## src/ras_node_pkg.sv

```systemverilog
// shared constants for the error reporting node
package ras_node_pkg;
  localparam int ADDR_W = 12;
  localparam int DATA_W = 32;
  localparam int CNT_W = 16;
  // register offsets
  localparam logic [11:0] OFF_FEATURE = 12'h000;
  localparam logic [11:0] OFF_CONTROL = 12'h008;
  localparam logic [11:0] OFF_STATUS = 12'h010;
  localparam logic [11:0] OFF_FAULT_ADDR = 12'h018;
  localparam logic [11:0] OFF_COUNTER = 12'h020;
  localparam logic [11:0] OFF_SCRUB = 12'h028;
  localparam logic [11:0] OFF_ROUTE = 12'h030;
  localparam logic [11:0] OFF_GROUP_STATUS = 12'hE00;
  // feature register fields
  localparam int FR_FI = 2;
  localparam int FR_UI = 4;
  localparam int FR_DUI = 6;
  localparam int FR_CEC = 12;
  localparam int FR_CFI = 10;
  localparam logic [1:0] FR_CTRL_PRESENT = 2'h2;
  localparam logic [2:0] FR_CEC_16 = 3'h4;
  // control register bits
  localparam int CTL_EN = 0;
  localparam int CTL_UI = 2;
  localparam int CTL_FI = 3;
  localparam int CTL_CFI = 8;
  localparam int CTL_DUI = 9;
  localparam int CTL_SWF_RESP = 12;
  localparam int CTL_SWF_IRQ = 13;
  localparam logic [31:0] CONTROL_RESET = 32'h0000_0000;
  localparam logic [31:0] CONTROL_MASK = 32'h0000_330D;
  // status register bits
  localparam int ST_V = 30;
  localparam int ST_UE = 29;
  localparam int ST_CE = 24;
  localparam int ST_DE = 23;
  localparam int ST_CI = 22;
  localparam int ST_ADDRV = 31;
  localparam logic [7:0] ETC_NONE = 8'h00;
  localparam logic [7:0] ETC_DATA = 8'h02;
  localparam logic [7:0] ETC_ILL_ADDR = 8'h0D;
  localparam logic [7:0] ETC_ILL_ACCESS = 8'h0E;
  localparam logic [7:0] ETC_ILL_STATE = 8'h0F;
  // fault address register: bit 31 of the 32-bit register is the type flag
  localparam int ADDR_TYPE_BIT = 31;
  // counter: top bit is the overflow bit
  localparam int CNT_OV = 15;
  localparam logic [15:0] COUNTER_RESET = 16'h0000;
  // routing register bits
  localparam int ROUTE_CI_IC = 0;
  localparam int ROUTE_FH_SCP = 1;
  localparam int ROUTE_ER_SCP = 2;
  localparam logic [2:0] ROUTE_RESET = 3'h0;
  // patrol scrub register: bit 31 enable, low 16 bits interval
  localparam int SCRUB_EN = 31;
  localparam logic [15:0] SCRUB_INTERVAL_RESET = 16'h0100;
endpackage : ras_node_pkg

```

## src/ras_error_node.sv

```systemverilog
// error reporting node with corrected error counter and apb registers
// Operation
// - one standard corrected error counter provided
// - counter is sixteen bits with overflow bit
// - single counter arrangement chosen
// - feature fields report control capability 0b10
// - one shared fault handling interrupt
// - one combined error recovery interrupt
// - one combined critical error interrupt
// - fault and recovery go to interrupt controller
// - critical to controller optional when to processor
// - interrupts are shared level lines
// - address type flag zero when system address
// - group status mirrors record status
// - reserved accesses read zero, writes ignored
// - other faulting accesses read zero, write ignored
// - unimplemented registers read zero
// - no location is treated as not present
// - no page is treated as absent
// - fault response and interrupt reset disabled
// - clean cache error invalidates the data
// - dirty cache errors classed by correction
// - background patrol scrub requests provided
// - software faults coded 13, 14, 15
//
// Implementation choices: the address map and register access over APB.
`timescale 1ns/10ps
`default_nettype none
module ras_error_node
(
  input wire logic pclk, // bus clock 25 MHz
  input wire logic presetn, // async reset, active low
  input wire logic psel, // apb select
  input wire logic penable, // apb enable
  input wire logic pwrite, // apb direction
  input wire logic [ras_node_pkg::ADDR_W-1:0] paddr, // apb byte address
  input wire logic [ras_node_pkg::DATA_W-1:0] pwdata, // apb write data
  output logic [ras_node_pkg::DATA_W-1:0] prdata, // apb read data
  output logic pready, // apb ready
  output logic pslverr, // apb error response
  input wire logic ce_event, // corrected error pulse
  input wire logic de_event, // deferred error pulse
  input wire logic ue_event, // uncorrected error pulse
  input wire logic ci_event, // critical error pulse
  input wire logic [31:0] err_addr, // address of the error
  input wire logic err_addr_spa, // address equals system address
  input wire logic clean_det, // error in clean-only cache line
  output logic invalidate_req, // invalidate the affected line
  output logic scrub_req, // patrol scrub step request
  output logic fh_irq_ic, // fault handling to controller
  output logic fh_irq_scp, // fault handling to control cpu
  output logic er_irq_ic, // error recovery to controller
  output logic er_irq_scp, // error recovery to control cpu
  output logic ci_irq_scp, // critical to control cpu
  output logic ci_irq_ic // critical to controller
);
  import ras_node_pkg::*;

  // ***********************************
  // register state
  // ***********************************
  logic [31:0] control;
  logic [31:0] status;
  logic [31:0] fault_addr;
  logic [15:0] counter;
  logic [2:0] route;
  logic scrub_en;
  logic [15:0] scrub_interval;
  logic [15:0] scrub_cnt;
  logic setup;
  logic wr_acc;
  logic [31:0] feature;
  logic [31:0] rd_val;
  logic rd_hit;
  logic wr_ro;
  logic wr_state;
  logic swf;
  logic [7:0] swf_code;
  logic swf_err;
  logic err_any;
  logic [15:0] next_counter;
  logic [31:0] next_status;

  assign setup = psel & ~penable;
  assign wr_acc = psel & penable & pwrite;

  // ***********************************
  // feature register
  // ***********************************
  always_comb begin
    feature = 32'h0000_0000;
    feature[FR_FI +: 2] = FR_CTRL_PRESENT;
    feature[FR_UI +: 2] = FR_CTRL_PRESENT;
    feature[FR_DUI +: 2] = FR_CTRL_PRESENT;
    feature[FR_CFI +: 2] = FR_CTRL_PRESENT;
    feature[FR_CEC +: 3] = FR_CEC_16;
  end

  // ***********************************
  // address decode
  // ***********************************
  // every offset outside the map reads zero; no page is absent
  always_comb begin
    rd_hit = 1'b1;
    wr_ro = 1'b0;
    unique case (paddr)
      OFF_FEATURE: begin
        rd_val = feature;
        wr_ro = 1'b1;
      end
      OFF_CONTROL: rd_val = control;
      OFF_STATUS: rd_val = status;
      OFF_FAULT_ADDR: rd_val = fault_addr;
      OFF_COUNTER: rd_val = {16'h0000, counter};
      OFF_SCRUB: rd_val = {scrub_en, 15'h0000, scrub_interval};
      OFF_ROUTE: rd_val = {29'h0000_0000, route};
      OFF_GROUP_STATUS: begin
        rd_val = {31'h0000_0000, status[ST_V]};
        wr_ro = 1'b1;
      end
      default: begin
        rd_val = 32'h0000_0000;
        rd_hit = 1'b0;
      end
    endcase
  end

  // counter write while node disabled is an illegal state
  assign wr_state = (paddr == OFF_COUNTER) & ~control[CTL_EN];

  // software fault classification in the access phase
  always_comb begin
    swf = 1'b0;
    swf_code = ETC_NONE;
    if (psel && penable) begin
      if (!rd_hit) begin
        swf = 1'b1;
        swf_code = ETC_ILL_ADDR;
      end else if (pwrite && wr_ro) begin
        swf = 1'b1;
        swf_code = ETC_ILL_ACCESS;
      end else if (pwrite && wr_state) begin
        swf = 1'b1;
        swf_code = ETC_ILL_STATE;
      end
    end
  end

  // ***********************************
  // apb answer
  // ***********************************
  // read data captured in the setup cycle, answer has no wait state
  always_ff @(posedge pclk or negedge presetn) begin
    if (!presetn) begin
      prdata <= 32'h0000_0000;
    end else if (setup) begin
      prdata <= pwrite ? 32'h0000_0000 : rd_val;
    end
  end

  assign pready = 1'b1;
  // in-band error only when software enabled it
  assign pslverr = swf & control[CTL_SWF_RESP];

  // ***********************************
  // control and routing
  // ***********************************
  always_ff @(posedge pclk or negedge presetn) begin
    if (!presetn) begin
      control <= CONTROL_RESET;
    end else if (wr_acc && paddr == OFF_CONTROL) begin
      control <= pwdata & CONTROL_MASK;
    end
  end

  always_ff @(posedge pclk or negedge presetn) begin
    if (!presetn) begin
      route <= ROUTE_RESET;
    end else if (wr_acc && paddr == OFF_ROUTE) begin
      route <= pwdata[2:0];
    end
  end

  // ***********************************
  // corrected error counter
  // ***********************************
  // a hardware count in the same cycle adds one to the value a software write loads
  always_comb begin
    next_counter = counter;
    if (wr_acc && paddr == OFF_COUNTER && !wr_state) begin
      next_counter = pwdata[15:0];
    end
    if (ce_event && control[CTL_EN]) begin
      next_counter[CNT_OV-1:0] = next_counter[CNT_OV-1:0] + 15'h0001;
      if (next_counter[CNT_OV-1:0] == 15'h0000) begin
        next_counter[CNT_OV] = 1'b1;
      end
    end
  end

  always_ff @(posedge pclk or negedge presetn) begin
    if (!presetn) begin
      counter <= COUNTER_RESET;
    end else begin
      counter <= next_counter;
    end
  end

  // ***********************************
  // error record status
  // ***********************************
  assign err_any = control[CTL_EN] & (ue_event | de_event | ci_event);
  assign swf_err = swf & ~status[ST_V];

  // flags are write one to clear; a new event wins over the clear
  always_comb begin
    next_status = status;
    if (wr_acc && paddr == OFF_STATUS) begin
      next_status = status & ~(pwdata & 32'hF1C0_0000);
      if (pwdata[ST_V]) begin
        next_status[7:0] = ETC_NONE;
      end
    end
    if (control[CTL_EN] && ce_event) begin
      next_status[ST_CE] = 1'b1;
    end
    if (err_any) begin
      next_status[ST_V] = 1'b1;
      next_status[ST_ADDRV] = 1'b1;
      next_status[ST_UE] = next_status[ST_UE] | ue_event;
      next_status[ST_DE] = next_status[ST_DE] | de_event;
      next_status[ST_CI] = next_status[ST_CI] | ci_event;
      next_status[7:0] = ETC_DATA;
    end else if (swf_err) begin
      next_status[ST_V] = 1'b1;
      next_status[7:0] = swf_code;
    end
  end

  always_ff @(posedge pclk or negedge presetn) begin
    if (!presetn) begin
      status <= 32'h0000_0000;
    end else begin
      status <= next_status;
    end
  end

  // ***********************************
  // fault address
  // ***********************************
  always_ff @(posedge pclk or negedge presetn) begin
    if (!presetn) begin
      fault_addr <= 32'h0000_0000;
    end else if (err_any) begin
      fault_addr <= {~err_addr_spa, err_addr[30:0]};
    end
  end

  // ***********************************
  // cache protection and scrub
  // ***********************************
  // errors arrive already classified by the secded decoder
  always_ff @(posedge pclk or negedge presetn) begin
    if (!presetn) begin
      invalidate_req <= 1'b0;
    end else begin
      invalidate_req <= clean_det;
    end
  end

  always_ff @(posedge pclk or negedge presetn) begin
    if (!presetn) begin
      scrub_en <= 1'b0;
      scrub_interval <= SCRUB_INTERVAL_RESET;
    end else if (wr_acc && paddr == OFF_SCRUB) begin
      scrub_en <= pwdata[SCRUB_EN];
      scrub_interval <= pwdata[15:0];
    end
  end

  // one request every interval+1 cycles while enabled
  always_ff @(posedge pclk or negedge presetn) begin
    if (!presetn) begin
      scrub_cnt <= 16'h0000;
      scrub_req <= 1'b0;
    end else if (!scrub_en) begin
      scrub_cnt <= 16'h0000;
      scrub_req <= 1'b0;
    end else if (scrub_cnt >= scrub_interval) begin
      scrub_cnt <= 16'h0000;
      scrub_req <= 1'b1;
    end else begin
      scrub_cnt <= scrub_cnt + 16'h0001;
      scrub_req <= 1'b0;
    end
  end

  // ***********************************
  // interrupt lines
  // ***********************************
  logic fh_level;
  logic er_level;
  logic ci_level;

  // all records of the group share each line
  assign fh_level = (control[CTL_FI] & status[ST_V] & (status[ST_UE] | status[ST_DE]))
    | (control[CTL_CFI] & counter[CNT_OV])
    | (control[CTL_SWF_IRQ] & status[ST_V] & (status[7:0] >= ETC_ILL_ADDR));
  assign er_level = (control[CTL_UI] & status[ST_UE])
    | (control[CTL_DUI] & status[ST_DE]);
  assign ci_level = status[ST_CI];

  always_ff @(posedge pclk or negedge presetn) begin
    if (!presetn) begin
      fh_irq_ic <= 1'b0;
      fh_irq_scp <= 1'b0;
      er_irq_ic <= 1'b0;
      er_irq_scp <= 1'b0;
      ci_irq_scp <= 1'b0;
      ci_irq_ic <= 1'b0;
    end else begin
      fh_irq_ic <= fh_level;
      fh_irq_scp <= fh_level & route[ROUTE_FH_SCP];
      er_irq_ic <= er_level;
      er_irq_scp <= er_level & route[ROUTE_ER_SCP];
      ci_irq_scp <= ci_level;
      ci_irq_ic <= ci_level & route[ROUTE_CI_IC];
    end
  end
endmodule : ras_error_node
`default_nettype wire

```

## config.mk

```make
export PLATFORM = sky130hd
export DESIGN_NAME = ras_error_node
export DESIGN_NICKNAME = d
export VERILOG_FILES = /design/src/ras_node_pkg.sv /design/src/ras_error_node.sv
export SDC_FILE = /design/constraint.sdc
export NUM_CORES = 1
export LEC_CHECK = 0
export ABC_AREA = 1
export BUFFER_PORTS_ARGS = -buffer_cell sky130_fd_sc_hd__buf_2
export CAP_MARGIN = 20
export CORE_ASPECT_RATIO = 0.75
export CORE_MARGIN = 2
export CORE_UTILIZATION = 45
export CTS_CLUSTER_SIZE = 16
export DETAILED_ROUTE_END_ITERATION = 10
export PLACE_DENSITY = 0.7
export SLEW_MARGIN = 20
export SYNTH_ARGS = -nofsm -noshare
export SYNTH_HDL_FRONTEND = slang
export SYNTH_SLANG_ARGS = --single-unit
```

## constraint.sdc

```tcl
create_clock -name pclk -period 2.16 [get_ports pclk]
set_input_delay 0.324 -clock pclk [delete_from_list [all_inputs] [get_ports pclk]]
set_output_delay 0.324 -clock pclk [all_outputs]
set_load 0.03 [all_outputs]
```

Word level (Yosys, flattened, before mapping)
Cells that the tools add are included.
- bits in registers: 163
- input port bits: 87
- word-level logic and storage cells: 111
- add/subtract/negate cells: 2
- order comparisons: 2
- equal/unequal tests: 7
- multiplexer cells: 29
- bitwise gates (word level): 32
- reductions and logical operators: 18
- operator list (cell ; number):
    case mux 32 bit (8 select lines) ; 1
    two-way mux 16 bit ; 4
    two-way mux 32 bit ; 2
    equality test 12 x 6 -> 1 bit (second input constant) ; 3
    bitwise AND 32 bit ; 1
    NOT 32 bit ; 1
    equality test 12 x 5 -> 1 bit (second input constant) ; 2
    two-way mux 8 bit ; 3
    bitwise AND 1 bit ; 17
    adder 16 x 1 -> 16 bit (second input constant) ; 1
    greater-or-equal comparator 16 bit ; 1
    two-way mux 4 bit ; 4
    adder 15 x 1 -> 15 bit (second input constant) ; 1
    zero test 15 bit ; 1
    two-way mux 1 bit ; 14
    equality test 12 bit (second input constant) ; 1
    equality test 12 x 4 -> 1 bit (second input constant) ; 1
    zero test 12 bit ; 1
    logical AND 1 bit ; 10
    OR 1 bit ; 9
    greater-or-equal comparator 8 x 4 -> 1 bit (second input constant) ; 1
    OR reduction 8 bit ; 1
    NOT 1 bit ; 4
    nonzero test 2 bit ; 2
    4 further kinds ; 4

Logic depth before layout (Yosys ltp)
- word-level depth: 10
- mapped depth: 17

Worst setup path after synthesis
OpenSTA, ideal clock, no wires.
- path type: input port to flip-flop
- from: in paddr[1] (netlist name)
- to: reg counter[15]
- library setup time: 0.065 ns
- arrival: 1.972 ns
- required time: 2.095 ns
- path slack: 0.123 ns
- stages on the path: 14
- cell sequence: nor2_1 nand2_2 inv_2 buf_4 nand4_1 nand2_1 ha_1 nand3_2 nor2_2 xor2_1 nand3_1 nor2_1 nand3_1 nand2_1
- longest elaborated chain between the ends: 9
- ends and longest elaborated chain (what ; line ; text):
    from (decl) ; ras_error_node.sv:36 ; input wire logic [ras_node_pkg::ADDR_W-1:0] paddr,
    equality test 12 x 6 -> 1 bit * ; ras_error_node.sv:129, ras_error_node.sv:190 ;
    bitwise AND 1 bit ; ras_error_node.sv:129 ; assign wr_state = (paddr == OFF_COUNTER) & ~control[CTL_EN];
    zero test 1 bit ; ras_error_node.sv:190 ; if (wr_acc && paddr == OFF_COUNTER && !wr_state) begin
    logical AND 1 bit * ; ras_error_node.sv:190 ;
    two-way mux 16 bit * ; ras_error_node.sv:190 ;
    adder 15 x 1 -> 15 bit ; ras_error_node.sv:194 ; next_counter[CNT_OV-1:0] = next_counter[CNT_OV-1:0] + 15'h0001;
    zero test 15 bit ; ras_error_node.sv:195 ; if (next_counter[CNT_OV-1:0] == 15'h0000) begin
    two-way mux 1 bit ; ras_error_node.sv:195 ;
    two-way mux 16 bit * ; ras_error_node.sv:193 ; if (ce_event && control[CTL_EN]) begin
    via next_counter[15] ; ras_error_node.sv:81 ; logic [15:0] next_counter;
    to (signal assigned) ; ras_error_node.sv:205 ; counter <= next_counter;
    to (decl) ; ras_error_node.sv:65 ; logic [15:0] counter;
The timed path passes the listed nets; every way through them passes the cells marked *.
A chain may end at the register's enable or synchronous reset.

Final worst setup path
- from: reg control[0]
- to: out pslverr
- longest elaborated chain between the ends: 8
- ends and longest elaborated chain (what ; line ; text):
    from (decl) ; ras_error_node.sv:62 ; logic [31:0] control;
    from (signal assigned) ; ras_error_node.sv:172 ; control <= pwdata & CONTROL_MASK;
    NOT 1 bit ; ras_error_node.sv:129 ;
    bitwise AND 1 bit ; ras_error_node.sv:129 ;
    logical AND 1 bit ; ras_error_node.sv:142 ; end else if (pwrite && wr_state) begin
    two-way mux 1 bit ; ras_error_node.sv:142 ;
    two-way mux 1 bit ; ras_error_node.sv:139 ; end else if (pwrite && wr_ro) begin
    two-way mux 1 bit ; ras_error_node.sv:136 ; if (!rd_hit) begin
    two-way mux 1 bit ; ras_error_node.sv:135 ; if (psel && penable) begin
    bitwise AND 1 bit ; ras_error_node.sv:163 ; assign pslverr = swf & control[CTL_SWF_RESP];
    to (decl) ; ras_error_node.sv:40 ; output logic pslverr,
Every way passes these cells.

==> results by group <==
CTS
  – TritonCTS clock tree: yes
  – TritonCTS buffer count: 17
  – Worst skew pair latency: 0.43 ns
  – H-tree Lvls: 4
  – CTS Sinks: 141
  – Clock transition at path regs: 0.06 ns
  – Max Root-Sink Buffers: 2
  – Clk root buf: clkbuf_16

Route
  – Met3 routed WL: 1930 um
  – Met1 wire length: 10600 um
  – Vias per cell: 5.28
  – Antenna-violating nets left: 0
  – DRC: 0
  – Top Metal Used: met4
  – Drt first pass iters: 5
  – Routed Wire Length: 21900 um
  – Initial drt markers: 700
  – Wire per inst: 16.3 um
  – Met2 wire length: 9070 um
  – Via count: 7096

Worst setup path
  – R2r setup slk: 0.06 ns
  – Crit Path Max Fanout: 6
  – WP data arrival: 1.78 ns
  – CP Launch Type: flip-flop
  – Critical path origin: control[0]
  – Worst reg2reg path startpoint: control[0]
  – Top delay family on crit path: simple AND/OR/NAND/NOR gates
  – CP required: 1.84 ns
  – Buf+Inv Stages, Crit Path: 2
  – CP peak stage delay: 0.39 ns
  – Slowest-stage cell, CP: dfrtp_1
  – Worst Setup Path Type: reg -> out
  – Crit path cell chain: buf_4, nor3_4, nor2_1, o21ai_0, nand2_1, nor2_2, buf_6
  – Setup crit end kind: primary output

Layout
  – Fill cells: 1442
  – ANT cells: 0
  – Finished Cell Area: 9480 sq um
  – Nets@finish: 1227
  – Share of cells above drive strength 1: 0.257
  – Fin util: 0.590
  – Synthesis-to-finish area growth: 28.2%

Place
  – Detailed Place HPWL: 16700 um
  – Post-DP Area: 8720 sq um
  – Post-place setup slack: -0.167 ns
  – IO buf count: 117
  – Gpl congestion: 0.935

Power
  – Combinational share of power: 0.046
  – Clock Power Share: 0.513
  – Sequential Power Share: 0.441
  – Lkg Pwr: 4.74 nW
  – P_int: 4.64 mW
  – Sw frac: 0.238
  – Power density over cell area: 642 nW/um^2
  – Sw Pwr: 1.45 mW
  – Max VDD drop: 0.537 mV

Yosys
  – Syn nets: 1036
  – Synth top area cells: dfrtp_1 (47%), nand2_1 (14%), o21ai_0 (6.2%), inv_1 (5.3%), ha_1 (3.2%)
  – #FFs+latches synth: 141
  – Synth Flop Type: dfrtp_1
  – Synth Instances: 930
  – Synthesized area per cell: 7.96 sq um
  – EDFF count, synth: 0
  – Post-Syn Area: 7400 sq um
  – Synth area leader: dfrtp_1
  – Largest family of logic cells by synthesized area: simple AND/OR/NAND/NOR gates
  – Async S/R FF share, synth: 1.00
  – Post-synthesis mux area share: 0
  – Synthesized-area fraction occupied by adder cells: 0.0321
  – Most frequent cell after synthesis: nand2_1
  – Synth cell types: 46
  – Sequential area share after synthesis: 0.477
  – Post-synthesis simple-gate area fraction: 0.268
  – Commonest cells in the synthesized netlist: nand2_1 (277), dfrtp_1 (140), inv_1 (104)
  – Area fraction in compound gates after synthesis: 0.129
  – Yosys warnings: 0
  – Synth Area in XOR/XNOR: 0.0130
  – Synth top area share: 0.474

Floorplanning
  – Area of the core: 16100 sq um
  – Die footprint: 17500 sq um
  – I/O pin cnt: 129
  – Die Width: 152 um
  – Rows: 40
  – Starting Density: 0.461
  – Die span in y: 115 um

STA
  – Max Freq: 476 MHz
  – Slew Limit Fails: 0
  – Final setup violating endpoints: 0
  – Final Hold Vio Count: 0
  – Worst rel slew slack: 0.521
  – Min Hold Slack: 0.0680 ns
  – Final Cycle Share: 0.973
  – Post-layout min period: 2.10 ns
  – Setup Skew: 0.00753 ns
  – Worst-Margin Slew: 0.701 ns
  – RSZ-0062 raised after global routing: true
  – Setup WS post-layout: 0.0593 ns

Global routing
  – Global route total overflow: 0
  – First-pass GRT wire length: 35400 um
  – Initial antenna violation count: 0
  – GRT Util Overall: 0.261
  – Largest net degree at the start of global routing: 58
  – Vias in the first global route: 6612

Job
  – Maxcap violations: 0

Min path
  – Worst Hold Class: in -> reg
  – Worst hold start: pwdata[28]

Run status
  – Status: completed
[cell type report]
| cell class | count | area (sq um) | area share |
|---|---|---|---|
| Clock buffer | 17 | 425 | 0.0449 |
| Timing Repair Buffer | 204 | 1280 | 0.135 |
| Tap cell | 210 | 263 | 0.0277 |
| Multi-Input combinational cell | 645 | 3360 | 0.355 |
| Sequential cell | 141 | 3530 | 0.372 |
| Inverter | 112 | 420 | 0.0443 |
| Clock inverter | 15 | 200 | 0.0211 |
[placed cells by master, fill, tap and decap left out, types with 3 or more instances in the layout]
cell type	n
nand2_1	273
dfrtp_1	140
buf_2	115
inv_1	104
o21ai_0	90
buf_4	83
nor2_1	48
nand4_1	30
nand3_1	28
ha_1	18
a21oi_1	17
clkbuf_16	17
nand2_2	15
o21ai_1	13
nor3_1	13
nor2_2	12
a221oi_1	10
o22ai_1	10
nor2_4	8
nand3_2	7
nor4_1	6
a22o_1	6
inv_2	6
xor2_1	6
a31oi_1	5
inv_6	5
xnor2_1	4
o211ai_1	3
bufinv_16	3
[sequential cells by signal, indices dropped and copies added (netlist names)]
register / count
ci_irq_ic: 1
ci_irq_scp: 1
control: 7
counter: 16
er_irq_ic: 1
er_irq_scp: 1
fault_addr: 32
fh_irq_ic: 1
fh_irq_scp: 1
invalidate_req: 1
prdata: 32
route: 3
scrub_cnt: 16
scrub_en: 1
scrub_interval: 16
scrub_req: 1
status: 10
[through the flow]
stage / setup TNS [ns] / power (mW) / instances
finish: 0 / 6.08 / 1344
global route: -0.131 / 6.28 / 1344
CTS: 0 / 6.11 / 1340
detailed placement: -0.858 / 3.01 / 1306
global placement: -0.457 / 3.00 / 1306
floorplan: 0 / 2.81 / 930
[power by group through the flow]
| stage | combinational, mW | sequential [mW] | clock [mW] |
|---|---|---|---|
| after detailed placement | 0.276 | 2.73 | 0 |
| after global routing | 0.318 | 2.69 | 3.28 |
| after CTS | 0.281 | 2.69 | 3.15 |
| after floorplan | 0.0790 | 2.73 | 0 |
| after global placement | 0.270 | 2.73 | 0 |
| final | 0.280 | 2.69 | 3.12 |
[cells by family (layout without fill, tap and decap cells)]
family,after synthesis,count (layout)
AOI/OAI and AO/OA,166,166
xor gates and xnor gates,11,11
adders and majority gates,19,19
buffers and inverters,144,348
DFF,141,141
other,1,1
and+or+nand+nor,448,448
[path summary, 6_finish.rpt]
check,to,cells past startpoint
worst min register to register,ci_irq_scp,0
min in group asynchronous,fault_addr[28],2
worst max register to register,counter[15],12
worst min-delay path,status[28],2
max in group asynchronous,scrub_interval[8],3
worst max-delay path,pslverr,7
[metal layers]
layer	GRT usage	vias up
met5	0	-
met4	0.0710	0
met3	0.0528	25
met2	0.374	292
met1	0.402	3343
li1	-	3436
[what timing repair did]
item	in CTS	in global routing
setup endpoints to repair	2	16
pin swaps	1	3
resized for setup	3	24
hold buffers	2	0
endpoints found under the hold margin	53	0
buffers inserted	0	4
Note: power is estimated with default switching activity, not from simulation.
